==> config.mk <==
export PLATFORM = sky130hd
export DESIGN_NAME = ssr_top
export DESIGN_NICKNAME = d
export VERILOG_FILES = /design/src/ssr_pkg.sv /design/src/ssr_db_if.sv /design/src/ssr_debounce.sv /design/src/ssr_top.sv
export VERILOG_INCLUDE_DIRS = /design/src
export SDC_FILE = /design/constraint.sdc
export NUM_CORES = 1
export LEC_CHECK = 0
export BUFFER_PORTS_ARGS = -buffer_cell sky130_fd_sc_hd__buf_2
export CAP_MARGIN = 10
export CORE_MARGIN = 2
export CORE_UTILIZATION = 61
export DETAILED_ROUTE_END_ITERATION = 10
export PLACE_DENSITY = 0.79
export SKIP_LAST_GASP = 1
export SLEW_MARGIN = 0
export SYNTH_ARGS = -nofsm -noshare
export SYNTH_HDL_FRONTEND = slang
export SYNTH_HIERARCHICAL = 1
export SYNTH_SLANG_ARGS = --single-unit
export TNS_END_PERCENT = 100
==> constraint.sdc <==
create_clock -name SYS_CLK -period 2.9 [get_ports SYS_CLK]
set_clock_uncertainty 0.2 [all_clocks]
set_input_delay 0.29 -clock SYS_CLK [delete_from_list [all_inputs] [get_ports SYS_CLK]]
set_output_delay 0.29 -clock SYS_CLK [all_outputs]
set_load 0.05 [all_outputs]
==> src/ssr_consts.svh <==
// timing and reset constants for the supply supervisor reset block
`ifndef SSR_CONSTS_SVH
`define SSR_CONSTS_SVH
`define SSR_CLK_HZ 125000000
`define SSR_STRETCH_MS 140
// least time: rounded up to whole cycles
`define SSR_STRETCH_CYC ((`SSR_STRETCH_MS * 64'd125000000 + 64'd999) / 64'd1000)
`define SSR_DEBOUNCE_US 1
`define SSR_DEBOUNCE_CYC ((`SSR_DEBOUNCE_US * 125000000 + 999999) / 1000000)
`define SSR_CNT_W 32
`define SSR_DB_W 8
`endif

==> src/ssr_pkg.sv <==
// types for the supply supervisor reset block
package ssr_pkg;
  typedef enum logic [2:0] {
    SSR_HOLD = 3'b001,
    SSR_STRETCH = 3'b010,
    SSR_RUN = 3'b100
  } ssr_state_t;
endpackage

==> src/ssr_db_if.sv <==
// carrier between the top module and the manual reset debouncer
`timescale 1ns/1ps
`default_nettype none
interface ssr_db_if;
  logic raw_n;
  logic clean_n;
  modport filt (input raw_n, output clean_n);
  modport user (output raw_n, input clean_n);
endinterface
`default_nettype wire

==> src/ssr_debounce.sv <==
// debouncer for the manual reset input
`timescale 1ns/1ps
`default_nettype none
`include "ssr_consts.svh"
module ssr_debounce (
  input wire logic clk,
  input wire logic rst_b,
  ssr_db_if.filt db
);
  logic [`SSR_DB_W-1:0] cnt_ff;
  logic [`SSR_DB_W-1:0] nxt_cnt;
  logic clean_ff;
  logic nxt_clean;

  // a press is passed on at once; release must stay high a full window
  always_comb begin
    nxt_cnt = cnt_ff;
    nxt_clean = clean_ff;
    if (!db.raw_n) begin
      nxt_clean = 1'b0;
      nxt_cnt = '0;
    end else if (cnt_ff < `SSR_DB_W'(`SSR_DEBOUNCE_CYC)) begin
      nxt_cnt = cnt_ff + `SSR_DB_W'(1);
    end else begin
      nxt_clean = 1'b1;
    end
  end

  // reset reads as released, matching the pulled-up idle input
  always_ff @(posedge clk) begin
    if (!rst_b) begin
      cnt_ff <= '0;
      clean_ff <= 1'b1;
    end else begin
      cnt_ff <= nxt_cnt;
      clean_ff <= nxt_clean;
    end
  end

  assign db.clean_n = clean_ff;
endmodule
`default_nettype wire

==> src/ssr_top.sv <==
// supply supervisor reset: stretched reset output and overvoltage flag
`timescale 1ns/1ps
`default_nettype none
`include "ssr_consts.svh"
module ssr_top #(
  parameter bit ACTIVE_HIGH = 1'b1,
  parameter logic [`SSR_CNT_W-1:0] STRETCH_CYC = `SSR_CNT_W'(`SSR_STRETCH_CYC)
) (
  input wire logic SYS_CLK,
  input wire logic RST_B,
  input wire logic UNDERVOLTAGE,
  input wire logic OVERVOLTAGE,
  input wire logic MANUAL_RESET_N,
  input wire logic MANUAL_RESET_CONNECTED,
  output logic RESET_OUT,
  output logic OVERVOLTAGE_FLAG_N
);
  ssr_db_if db ();
  ssr_pkg::ssr_state_t state_ff;
  ssr_pkg::ssr_state_t nxt_state;
  logic [`SSR_CNT_W-1:0] cnt_ff;
  logic [`SSR_CNT_W-1:0] nxt_cnt;
  logic cause;
  logic rst_ff;
  logic nxt_rst;
  logic ovf_ff;

  ////////////////////////////////////////////////////////////////////////
  // manual reset path: an unconnected pin reads high (pull-up)
  assign db.raw_n = MANUAL_RESET_N | ~MANUAL_RESET_CONNECTED;

  ssr_debounce ssr_debounce_inst (
    .clk(SYS_CLK),
    .rst_b(RST_B),
    .db(db)
  );

  // raw low also counts so a press acts without filter delay
  assign cause = UNDERVOLTAGE | OVERVOLTAGE | ~db.raw_n | ~db.clean_n;

  ////////////////////////////////////////////////////////////////////////
  // hold / stretch / run sequencer
  always_comb begin
    nxt_state = state_ff;
    nxt_cnt = cnt_ff;
    case (state_ff)
      ssr_pkg::SSR_HOLD: begin
        nxt_cnt = '0;
        if (!cause) begin
          nxt_state = ssr_pkg::SSR_STRETCH;
        end
      end
      ssr_pkg::SSR_STRETCH: begin
        if (cause) begin
          nxt_state = ssr_pkg::SSR_HOLD;
          nxt_cnt = '0;
        end else if (cnt_ff >= STRETCH_CYC - `SSR_CNT_W'(1)) begin
          nxt_state = ssr_pkg::SSR_RUN;
        end else begin
          nxt_cnt = cnt_ff + `SSR_CNT_W'(1);
        end
      end
      ssr_pkg::SSR_RUN: begin
        nxt_cnt = '0;
        if (cause) begin
          nxt_state = ssr_pkg::SSR_HOLD;
        end
      end
      default: begin
        nxt_state = ssr_pkg::SSR_HOLD;
        nxt_cnt = '0;
      end
    endcase
  end

  // reset level leaves with the state; a cause asserts it the same edge
  always_comb begin
    nxt_rst = 1'b1;
    if (nxt_state == ssr_pkg::SSR_RUN) begin
      nxt_rst = 1'b0;
    end
  end

  // power-up starts in hold so the full interval runs first
  always_ff @(posedge SYS_CLK) begin
    if (!RST_B) begin
      state_ff <= ssr_pkg::SSR_HOLD;
      cnt_ff <= '0;
      rst_ff <= 1'b1;
      ovf_ff <= 1'b1;
    end else begin
      state_ff <= nxt_state;
      cnt_ff <= nxt_cnt;
      rst_ff <= nxt_rst;
      ovf_ff <= ~OVERVOLTAGE;
    end
  end

  ////////////////////////////////////////////////////////////////////////
  // outputs: polarity fixed at build time
  assign RESET_OUT = ACTIVE_HIGH ? rst_ff : ~rst_ff;
  assign OVERVOLTAGE_FLAG_N = ovf_ff;
endmodule
`default_nettype wire

Word level (Yosys, flattened, before mapping)

Cells that the tools add are included.
Widths: inputs -> output; s select.

$add $sub $neg: 2
$mul: 0
Divide/modulo/power cells: 0
$lt $le $gt $ge: 2
Equality and inequality tests: 5
Shifts and indexed selects: 0
Multiplexer cells: 8
Bitwise operators: 10
Reductions and logical operators: 2

Operators by type and width:

| cell                  | number |
|---|---|
| $add 32x1->32 const B | 1 |
| $ge 32x25->1 const B  | 1 |
| $mux 3                | 4 |
| $pmux 3 s3            | 1 |
| $add 8x1->8 const B   | 1 |
| $lt 8x7->1 const B    | 1 |
| $eq 3x3->1 const B    | 2 |
| $not 1->1             | 6 |
| $or 1x1->1            | 4 |
| $eq 3x1->1 const B    | 1 |
| $eq 3x2->1 const B    | 1 |
| $mux 1                | 3 |
| $reduce_or 3->1       | 1 |
| $ne 2x2->1 const B    | 1 |
| $reduce_and 2->1      | 1 |

Register bits: 46
Latch bits: 0
RAM bits: 0
Memory bits (read-only): 0
Bits of input ports: 6
Logic and storage cells: 35
Memories kept: 0

Depth between registers and ports, before layout

Gate-level depths: netlist (run 1).

Depth in word-level cells: 9
Depth in mapped cells: 9

Hierarchy

The synthesis (run 1) kept the hierarchy.

By module, submodules not included:

| module       | instances | cells an instance | area an instance (µm²) | sequential area each (µm²) |
|---|---|---|---|---|
| ssr_top      | 1         | 208               | 1,769.2                | 740.7 |
| ssr_debounce | 1         | 48                | 475.5                  | 180.2 |

Least setup slack after synthesis (run 1)

Ideal clock, no wire load.

Kind: flip-flop to flip-flop
From: register cnt_ff[0] (netlist name)
To: register cnt_ff[1] (netlist name)
Arrival time: 1.776 ns
Required time: 2.574 ns
Setup slack: 0.798 ns
Stages on the path, launching flop included: 10
Period minus slack after synthesis: 2.102 ns
Path through: dfxtp_1 > ha_1 > nand4_1 > a211oi_1 > o2111a_1 > buf_2 > buf_2 > buf_2 > nand3b_1 > a21oi_1

==> results of run 1 <==
## state kept, by name, summed over array words and instances (netlist names)
name and flops:
ssr_debounce_inst/cnt_ff 8, RESET_OUT 1, state_ff 3, ssr_debounce_inst/db.clean_n 1, OVERVOLTAGE_FLAG_N 1, cnt_ff 32
## power groups by stage
| stage | combinational (W) | clock [W] | sequential, W |
|---|---|---|---|
| final | 0.0000292 | 0.000390 | 0.000642 |
| after global routing | 0.0000335 | 0.000415 | 0.000643 |
| after CTS | 0.0000291 | 0.000393 | 0.000642 |
| after detailed placement | 0.0000270 | 0 | 0.000656 |
| after global placement | 0.0000257 | 0 | 0.000656 |
| after floorplan | 0.0000160 | 0 | 0.000658 |
## synth_stat cells, types with 3 or more instances
cell type,number,share of area
sky130_fd_sc_hd__a21oi_1,26,0.058
sky130_fd_sc_hd__and2_1,9,0.025
sky130_fd_sc_hd__and3_1,3,0.0084
sky130_fd_sc_hd__buf_2,4,0.0089
sky130_fd_sc_hd__buf_6,4,0.020
sky130_fd_sc_hd__clkbuf_1,6,0.010
sky130_fd_sc_hd__dfxtp_1,46,0.41
sky130_fd_sc_hd__ha_1,3,0.017
sky130_fd_sc_hd__inv_1,6,0.010
sky130_fd_sc_hd__nand2_1,19,0.032
sky130_fd_sc_hd__nand2b_1,3,0.0084
sky130_fd_sc_hd__nand3_1,13,0.029
sky130_fd_sc_hd__nand4_1,8,0.022
sky130_fd_sc_hd__nor2_1,18,0.030
sky130_fd_sc_hd__nor3_1,3,0.0067
sky130_fd_sc_hd__nor4_1,3,0.0084
sky130_fd_sc_hd__o21ai_0,3,0.0067
sky130_fd_sc_hd__o21ai_1,4,0.0089
sky130_fd_sc_hd__o31ai_1,20,0.067
sky130_fd_sc_hd__or3_1,3,0.0084
sky130_fd_sc_hd__or4_1,21,0.070
sky130_fd_sc_hd__xnor2_1,3,0.012
## final timing paths
| path | startpoint | endpoint | slack, ns | depth (start not counted) |
|---|---|---|---|---|
| worst max-delay path | OVERVOLTAGE | cnt_ff[11] | 0.62 | 8 |
| worst min-delay path | MANUAL_RESET_CONNECTED | ssr_debounce_inst/db.clean_n | 0.15 | 4 |
| worst max register to register | cnt_ff[21] | cnt_ff[11] | 0.68 | 6 |
| worst min register to register | cnt_ff[30] | cnt_ff[30] | 0.27 | 1 |
## kinds of logic (layout without fill, tap and decap cells)
logic type               count (synthesis)  count (layout)  synth area share
AND/OR/NAND/NOR                        116             116             0.294
AO/OA/AOI/OAI                           67              67             0.213
flip-flops                              46              46             0.410
buffers and inverters                   20              29            0.0490
adder cells (fa/ha/maj)                  3               3            0.0167
XOR/XNOR                                 3               3            0.0117
multiplexers                             1               1           0.00446
## critical path: cells and delay by family
family                 cells  cell delay, ns
buffers and inverters      3            1.00
AO/OA/AOI/OAI              1            0.13
AND/OR/NAND/NOR            4            0.88
## final cells by class
| cell class | instances | area [sq um] |
|---|---|---|
| clock buffer | 5 | 68.8 |
| clock inverter | 3 | 21.3 |
| fill | 301 | 1190 |
| inverter | 6 | 22.5 |
| multi-input combinational | 190 | 1210 |
| sequential | 46 | 921 |
| tap | 48 | 60.1 |
| timing repair buffer | 15 | 113 |
## metrics by stage
step                      power [W]  area, sq um
final                       0.00106         2420
after global routing        0.00109         2420
after CTS                   0.00106         2420
after detailed placement   0.000683         2310
after global placement     0.000682         2310
after floorplan            0.000674         2240
## layer usage
metal | GRT usage | up-vias
met4 | 0.0931 | 0
met3 | 0.0399 | 7
met2 | 0.366 | 24
met5 | 0 | -
li1 | - | 994
met1 | 0.298 | 900
==> impl_summary.txt, run 1 <==
----------------------------------------------------
[Outcome]
  Run status ... complete, no violations

[CTS]
  Resized Gates After CTS ... 0
  Clock-pin slew on the worst setup and hold paths ... around 0.090 ns
  Buffer count from post-CTS setup fixing ... 0
  Number of clock buffers inserted by TritonCTS ... 5
  Clock tree root driver cell ... sky130_fd_sc_hd__clkbuf_8
  CTS H-tree depth ... 2
  Hold buffer count at CTS ... 2
  Max clock buf depth ... 2
  Clock tree sinks ... 46
  CTS tree ... built
  Clock latency reported for the late side of the worst-skew pair ... roughly 0.30 ns

[Worst setup path]
  Max stage delay cell, worst path ... sky130_fd_sc_hd__dlygate4sd3_1
  Data arrival, critical path ... 2.31 ns
  Max Fanout on Critical Path ... 19
  Worst path cell trace ... dlygate4sd3_1 -> buf_2 -> nor2_1 -> nand4_1 -> nor2_1 -> nand2_1 -> buf_4 -> a21oi_1
  Critical Path RT ... 2.94 ns
  Category of the worst setup path capture point ... flop
  Cell with the most instances on the worst path ... sky130_fd_sc_hd__nor2_1
  Critical Path Source Type ... primary input
  Max stage delay on crit path ... 0.53 ns
  Kind of critical path ... primary input to flop

[Floorplan]
  Number of rows in the core area ... 22
  Floorplan core area ... ~3600 sq um
  Horiz. Die Dim ... 64.7 um
  Effective utilization at floorplan ... 0.622
  Chip height ... 64.7 um
  Full die area ... 4180 sq um
  I/O pin cnt ... 8

[Power and ir drop]
  Net switching share of the total power ... 0.228
  Cell Pwr Density ... 438 nW/um^2
  Part of the power in the clock network ... 0.367
  Leakage power summed over all cells ... approximately 0.75 nW
  Int Pwr ... between 0.0008 and 0.0009 W
  Share of power burned in combinational logic ... 0.028
  Net switching power of the design ... 0.000242 W
  Max rail drop VDD ... approximately 0.48 mV
  Relative contribution of sequential cells to total power ... 0.605

[Layout]
  Count of nets after finishing ... 273
  Non-Filler Instances ... 313
  Commonest non-fill, non-tap cell in the layout ... sky130_fd_sc_hd__dfxtp_1
  Core Util, Final ... 0.671
  Ant. Diodes ... 0
  Ratio of cells with drive above 1 in the final layout ... 0.109
  Top library cells by usage in the layout, fill and taps aside ... sky130_fd_sc_hd__dfxtp_1 (46), sky130_fd_sc_hd__a21oi_1 (26), sky130_fd_sc_hd__or4_1 (21)
  Synthesis-to-layout area growth ... 7.80%

[STA]
  Worst hold slack across all endpoints ... around 0.15 ns
  Maximum frequency from static timing analysis ... roughly 440 MHz
  Slew at the pin closest to its max-slew limit ... approximately 0.65 ns
  Max-slew violation count ... 0
  Number of hold violations in the final report ... 0
  Slew HR ... 0.564
  Sum of negative setup slack ... 0 ns
  Final worst-path cycle share ... 0.785
  Number of failing setup endpoints in the final timing report ... 0
  Worst Setup Slack, final ... approximately 0.62 ns
  RSZ-0062 raised after global routing ... false
  Tmin final ... 2.28 ns

[Placed design]
  Half-perimeter wire length of the detailed placement result ... between 2 and 3 mm
  Worst slack at placement ... approximately 0.7 ns
  DP Cell Count ... slightly above 300
  I/O Buffers ... 7
  Gpl congestion ... 0.798

[Global route]
  Via count of the first global-routing pass ... 1,753
  Global-route wire length before repair ... roughly 7.6 mm
  Initial antenna violation count ... 0
  Total Routing Usage GR ... 0.226
  Aggregate global routing overflow ... 0
  Pin count of the biggest net entering global routing ... 27

[Routing]
  Met3 wirelength from detailed routing ... 102 um
  Total wire length ... approximately 4.3 mm
  Detailed-route wire length on metal 1 ... 2.19 mm
  Met2 Wirelength ... 1.97 mm
  Routed vias/inst ... 6.15
  Top layer used by detailed routing ... met4
  Post-DRT Antenna Nets ... 0
  Initial DRC count ... between 150 and 200
  First-pass DRT Iterations ... 4
  Count of unresolved DRC violations after routing ... 0
  Routed length per instance ... between 10 and 15 um
  Total number of vias ... 1,925

[Logic synthesis]
  Async set-or-reset flop fraction in the synthesized netlist ... 0
  Flops & latches, synth ... 46
  EDFF count, synth ... 0
  Synthesized netlist net count ... 265
  Post-Syn Area ... ~2200 sq um
  Sequential fraction of the synthesis area ... 0.410
  Number of warning messages in the yosys log ... 6
  Avg Cell Area, Syn ... ~8.8 sq um
  Main synth FF type ... sky130_fd_sc_hd__dfxtp_1
  Post-synthesis cell count ... roughly 260
  Number of distinct library cells after synthesis ... between 40 and 50

[Job]
  Maxcap violations ... 0

[Worst hold path]
  Type of the worst min-delay path ... primary input to flop

----------------------------------------------------
(Power assumes the default switching activity.)
==> inputs of run 2 (changes only) <==
- clock period: 2.9 -> 2.3 ns (I/O delays scaled with it)
==> impl_summary.txt, run 2 (synthesis gave the netlist of run 1 again) <==
----------------------------------------------------
[Global route]
  Initial antenna violation count ... 0 (unchanged)
  Aggregate global routing overflow ... 0 (unchanged)
  Pin count of the biggest net entering global routing ... 33 (+22%)
  Total Routing Usage GR ... 0.239 (+0.0134)
  Via count of the first global-routing pass ... 1,822 (+3.9%)
  Global-route wire length before repair ... 7.91 mm (+4.5%)

[STA]
  Final worst-path cycle share ... 0.944
  Number of hold violations in the final report ... 0 (unchanged)
  Max-slew violation count ... 0 (unchanged)
  Tmin final ... 2.17 ns
  Number of failing setup endpoints in the final timing report ... 0 (unchanged)
  Worst Setup Slack, final ... 0.128 ns (-0.496 ns)
  Maximum frequency from static timing analysis ... between 400 and 500 MHz
  RSZ-0062 raised after global routing ... false
  Slew HR ... 0.697 (+0.133)
  Slew at the pin closest to its max-slew limit ... 0.454 ns (-0.198 ns)
  Sum of negative setup slack ... 0 ns (unchanged)

[Worst setup path]
  Data arrival, critical path ... 2.21 ns (-0.10 ns)
  Kind of critical path ... flop to flop
  Critical Path RT ... 2.34 ns (-0.60 ns)
  Critical path origin ... cnt_ff[20]
  Max Fanout on Critical Path ... 14 (-5)
  Critical Path Source Type ... flop
  RR Endpoint ... cnt_ff[6]
  Category of the worst setup path capture point ... flop
  Number of cell instances on the worst register-to-register path ... 6 (unchanged)
  Worst setup slack for register-to-register paths ... 0.13 ns (-0.55 ns)
  Critical register-to-register path startpoint ... cnt_ff[20]

[Routing]
  Routed vias/inst ... 6.08 (-1.1%)
  Total wire length ... 4.54 mm (+5.2%)
  Routed length per instance ... 14.2 um (+3.2%)
  Total number of vias ... 1,940 (+0.78%)
  Post-DRT Antenna Nets ... 0 (unchanged)
  Initial DRC count ... 242 (+29%)
  Count of unresolved DRC violations after routing ... 0 (unchanged)
  First-pass DRT Iterations ... 4 (unchanged)

[Power and ir drop]
  Leakage power summed over all cells ... 0.785 nW (+4.5%)
  Cell Pwr Density ... 534 nW/um^2 (+22%)
  Net switching share of the total power ... 0.232 (+0.00421)
  Net switching power of the design ... 0.000314 W (+30%)
  Part of the power in the clock network ... 0.374 (+0.007)
  Int Pwr ... 0.00104 W (+27%)
  Relative contribution of sequential cells to total power ... 0.598 (-0.007)
  Max rail drop VDD ... 0.497 mV (+4.5%)
  Total Power ... 0.00135 W (+28%)
  Share of power burned in combinational logic ... 0.028 (about the same)

[Layout]
  Synthesis-to-layout area growth ... 12.8%
  Area of the multi-input gates ... 1260 sq um (+4.2%)
  Fill count ... 294 (-2.3%)
  Commonest non-fill, non-tap cell in the layout ... sky130_fd_sc_hd__dfxtp_1
  Ant. Diodes ... 0 (unchanged)
  Count of nets after finishing ... 279 (+2.2%)
  Non-Filler Instances ... 319 (+1.9%)
  Post-route design area ... 2530 sq um (+4.7%)
  Seq. cell area ... 923 sq um (+0.27%)
  Ratio of cells with drive above 1 in the final layout ... 0.177 (+0.0677)
  Top library cells by usage in the layout, fill and taps aside ... sky130_fd_sc_hd__dfxtp_1 (44), sky130_fd_sc_hd__a21oi_1 (23), sky130_fd_sc_hd__o31ai_1 (20)
  Largest register FFs ... 32 (unchanged)
  Registers with the highest flip-flop counts ... cnt_ff (32), ssr_debounce_inst/cnt_ff (8), state_ff (3)
  Top reg by flops ... cnt_ff

[Job]
  Maxcap violations ... 0 (unchanged)

[Placed design]
  I/O Buffers ... 7 (unchanged)
  Gpl congestion ... 0.835 (+4.7%)
  Half-perimeter wire length of the detailed placement result ... 2.92 mm (-2.4%)
  Area of placed instances ... 2340 sq um (+1.3%)
  DP Cell Count ... 307 (+1.3%)
  Worst slack at placement ... 0.0798 ns (-0.611 ns)

[CTS]
  Clock-pin slew on the worst setup and hold paths ... 0.09 ns (about the same)
  CTS tree ... built
  Clock latency reported for the late side of the worst-skew pair ... 0.30 ns (about the same)
  Number of clock buffers inserted by TritonCTS ... 5 (unchanged)
  CTS H-tree depth ... 2 (unchanged)
  Max clock buf depth ... 2 (unchanged)
  Clock tree root driver cell ... sky130_fd_sc_hd__clkbuf_8
  Clock tree sinks ... 46 (unchanged)

[Worst hold path]
  WHS Endpoint ... ssr_debounce_inst/db.clean_n
  Hold path cells ... 4 (unchanged)
  Type of the worst min-delay path ... primary input to flop
  Startpoint of the worst hold path ... MANUAL_RESET_CONNECTED

[Floorplan]
  Full die area ... 4180 sq um (unchanged)
  I/O pin cnt ... 8 (unchanged)
  Horiz. Die Dim ... 64.7 um (unchanged)
  Chip height ... 64.7 um (unchanged)
  Number of rows in the core area ... 22 (unchanged)
  Effective utilization at floorplan ... 0.622 (unchanged)
  Floorplan core area ... 3610 sq um (unchanged)

[Outcome]
  Run status ... complete, no violations

----------------------------------------------------
==> run 2: changes by cell type in the layout (fill, tap and decap cells not counted), moves of 2 or more <==
cell / change
sky130_fd_sc_hd__a21oi_1: -3
sky130_fd_sc_hd__a21oi_2: +3
sky130_fd_sc_hd__buf_4: +3
sky130_fd_sc_hd__buf_6: +2
sky130_fd_sc_hd__dfxtp_1: -2
sky130_fd_sc_hd__dfxtp_2: +2
sky130_fd_sc_hd__or4_1: -2
sky130_fd_sc_hd__or4_4: +2
==> run 2: what timing repair did <==
| item | 4_1_cts | 5_1_grt |
|---|---|---|
| endpoints found under the setup margin | 0 | 20 |
| resized for setup | 0 | 17 |
| buffers inserted | 0 | 1 |
| hold buffers | 3 | 0 |
| hold endpoints to repair | 2 | 0 |
==> run 2: cell type report <==
cell class	instances	share of cell area
timing repair buffer	21	0.0662
clock buffer	5	0.0272
sequential	46	0.365
tap	48	0.0237
clock inverter	3	0.00988
inverter	6	0.00889
multi-input combinational	190	0.500
==> run 2: power by group through the flow <==
stage,sequential [W],combinational [W],clock (W)
detailed placement,0.000828,0.0000334,0
floorplan,0.000830,0.0000202,0
global route,0.000811,0.0000432,0.000546
global placement,0.000828,0.0000322,0
finish,0.000809,0.0000381,0.000506
CTS,0.000809,0.0000376,0.000524
==> run 2: metrics by stage <==
step	utilization	hold WS, ns
6_report	0.702	0.0698
5_1_grt	0.702	0.104
4_1_cts	0.683	0.0534
3_5_place_dp	0.649	0.217
3_3_place_gp	0.649	0.212
2_1_floorplan	-	0.0919
==> run 2: metal layers <==
layer  share of wire  global-route usage
met1            0.48               0.301
met2            0.48               0.418
met3           0.028              0.0417
met4          0.0088              0.0745
met5               0                   0
==> run 2: how the worst max path moves through the flow <==
stage	to	slack, ns	cells past startpoint
after floorplan	cnt_ff[1]	0.20	9
after global placement	cnt_ff[6]	0.14	6
after detailed placement	cnt_ff[9]	0.08	6
after CTS	cnt_ff[9]	0.04	6
after global routing	cnt_ff[7]	0.02	6
final	cnt_ff[6]	0.13	6
==> run 2: worst max-delay path: stages, from the launching register on <==
cell	delay (ns)
sky130_fd_sc_hd__dfxtp_1	0.37
sky130_fd_sc_hd__nor4_4	0.33
sky130_fd_sc_hd__a21boi_2	0.11
sky130_fd_sc_hd__or2_4	0.26
sky130_fd_sc_hd__buf_4	0.19
sky130_fd_sc_hd__or4_1	0.52
sky130_fd_sc_hd__a21oi_1	0.14
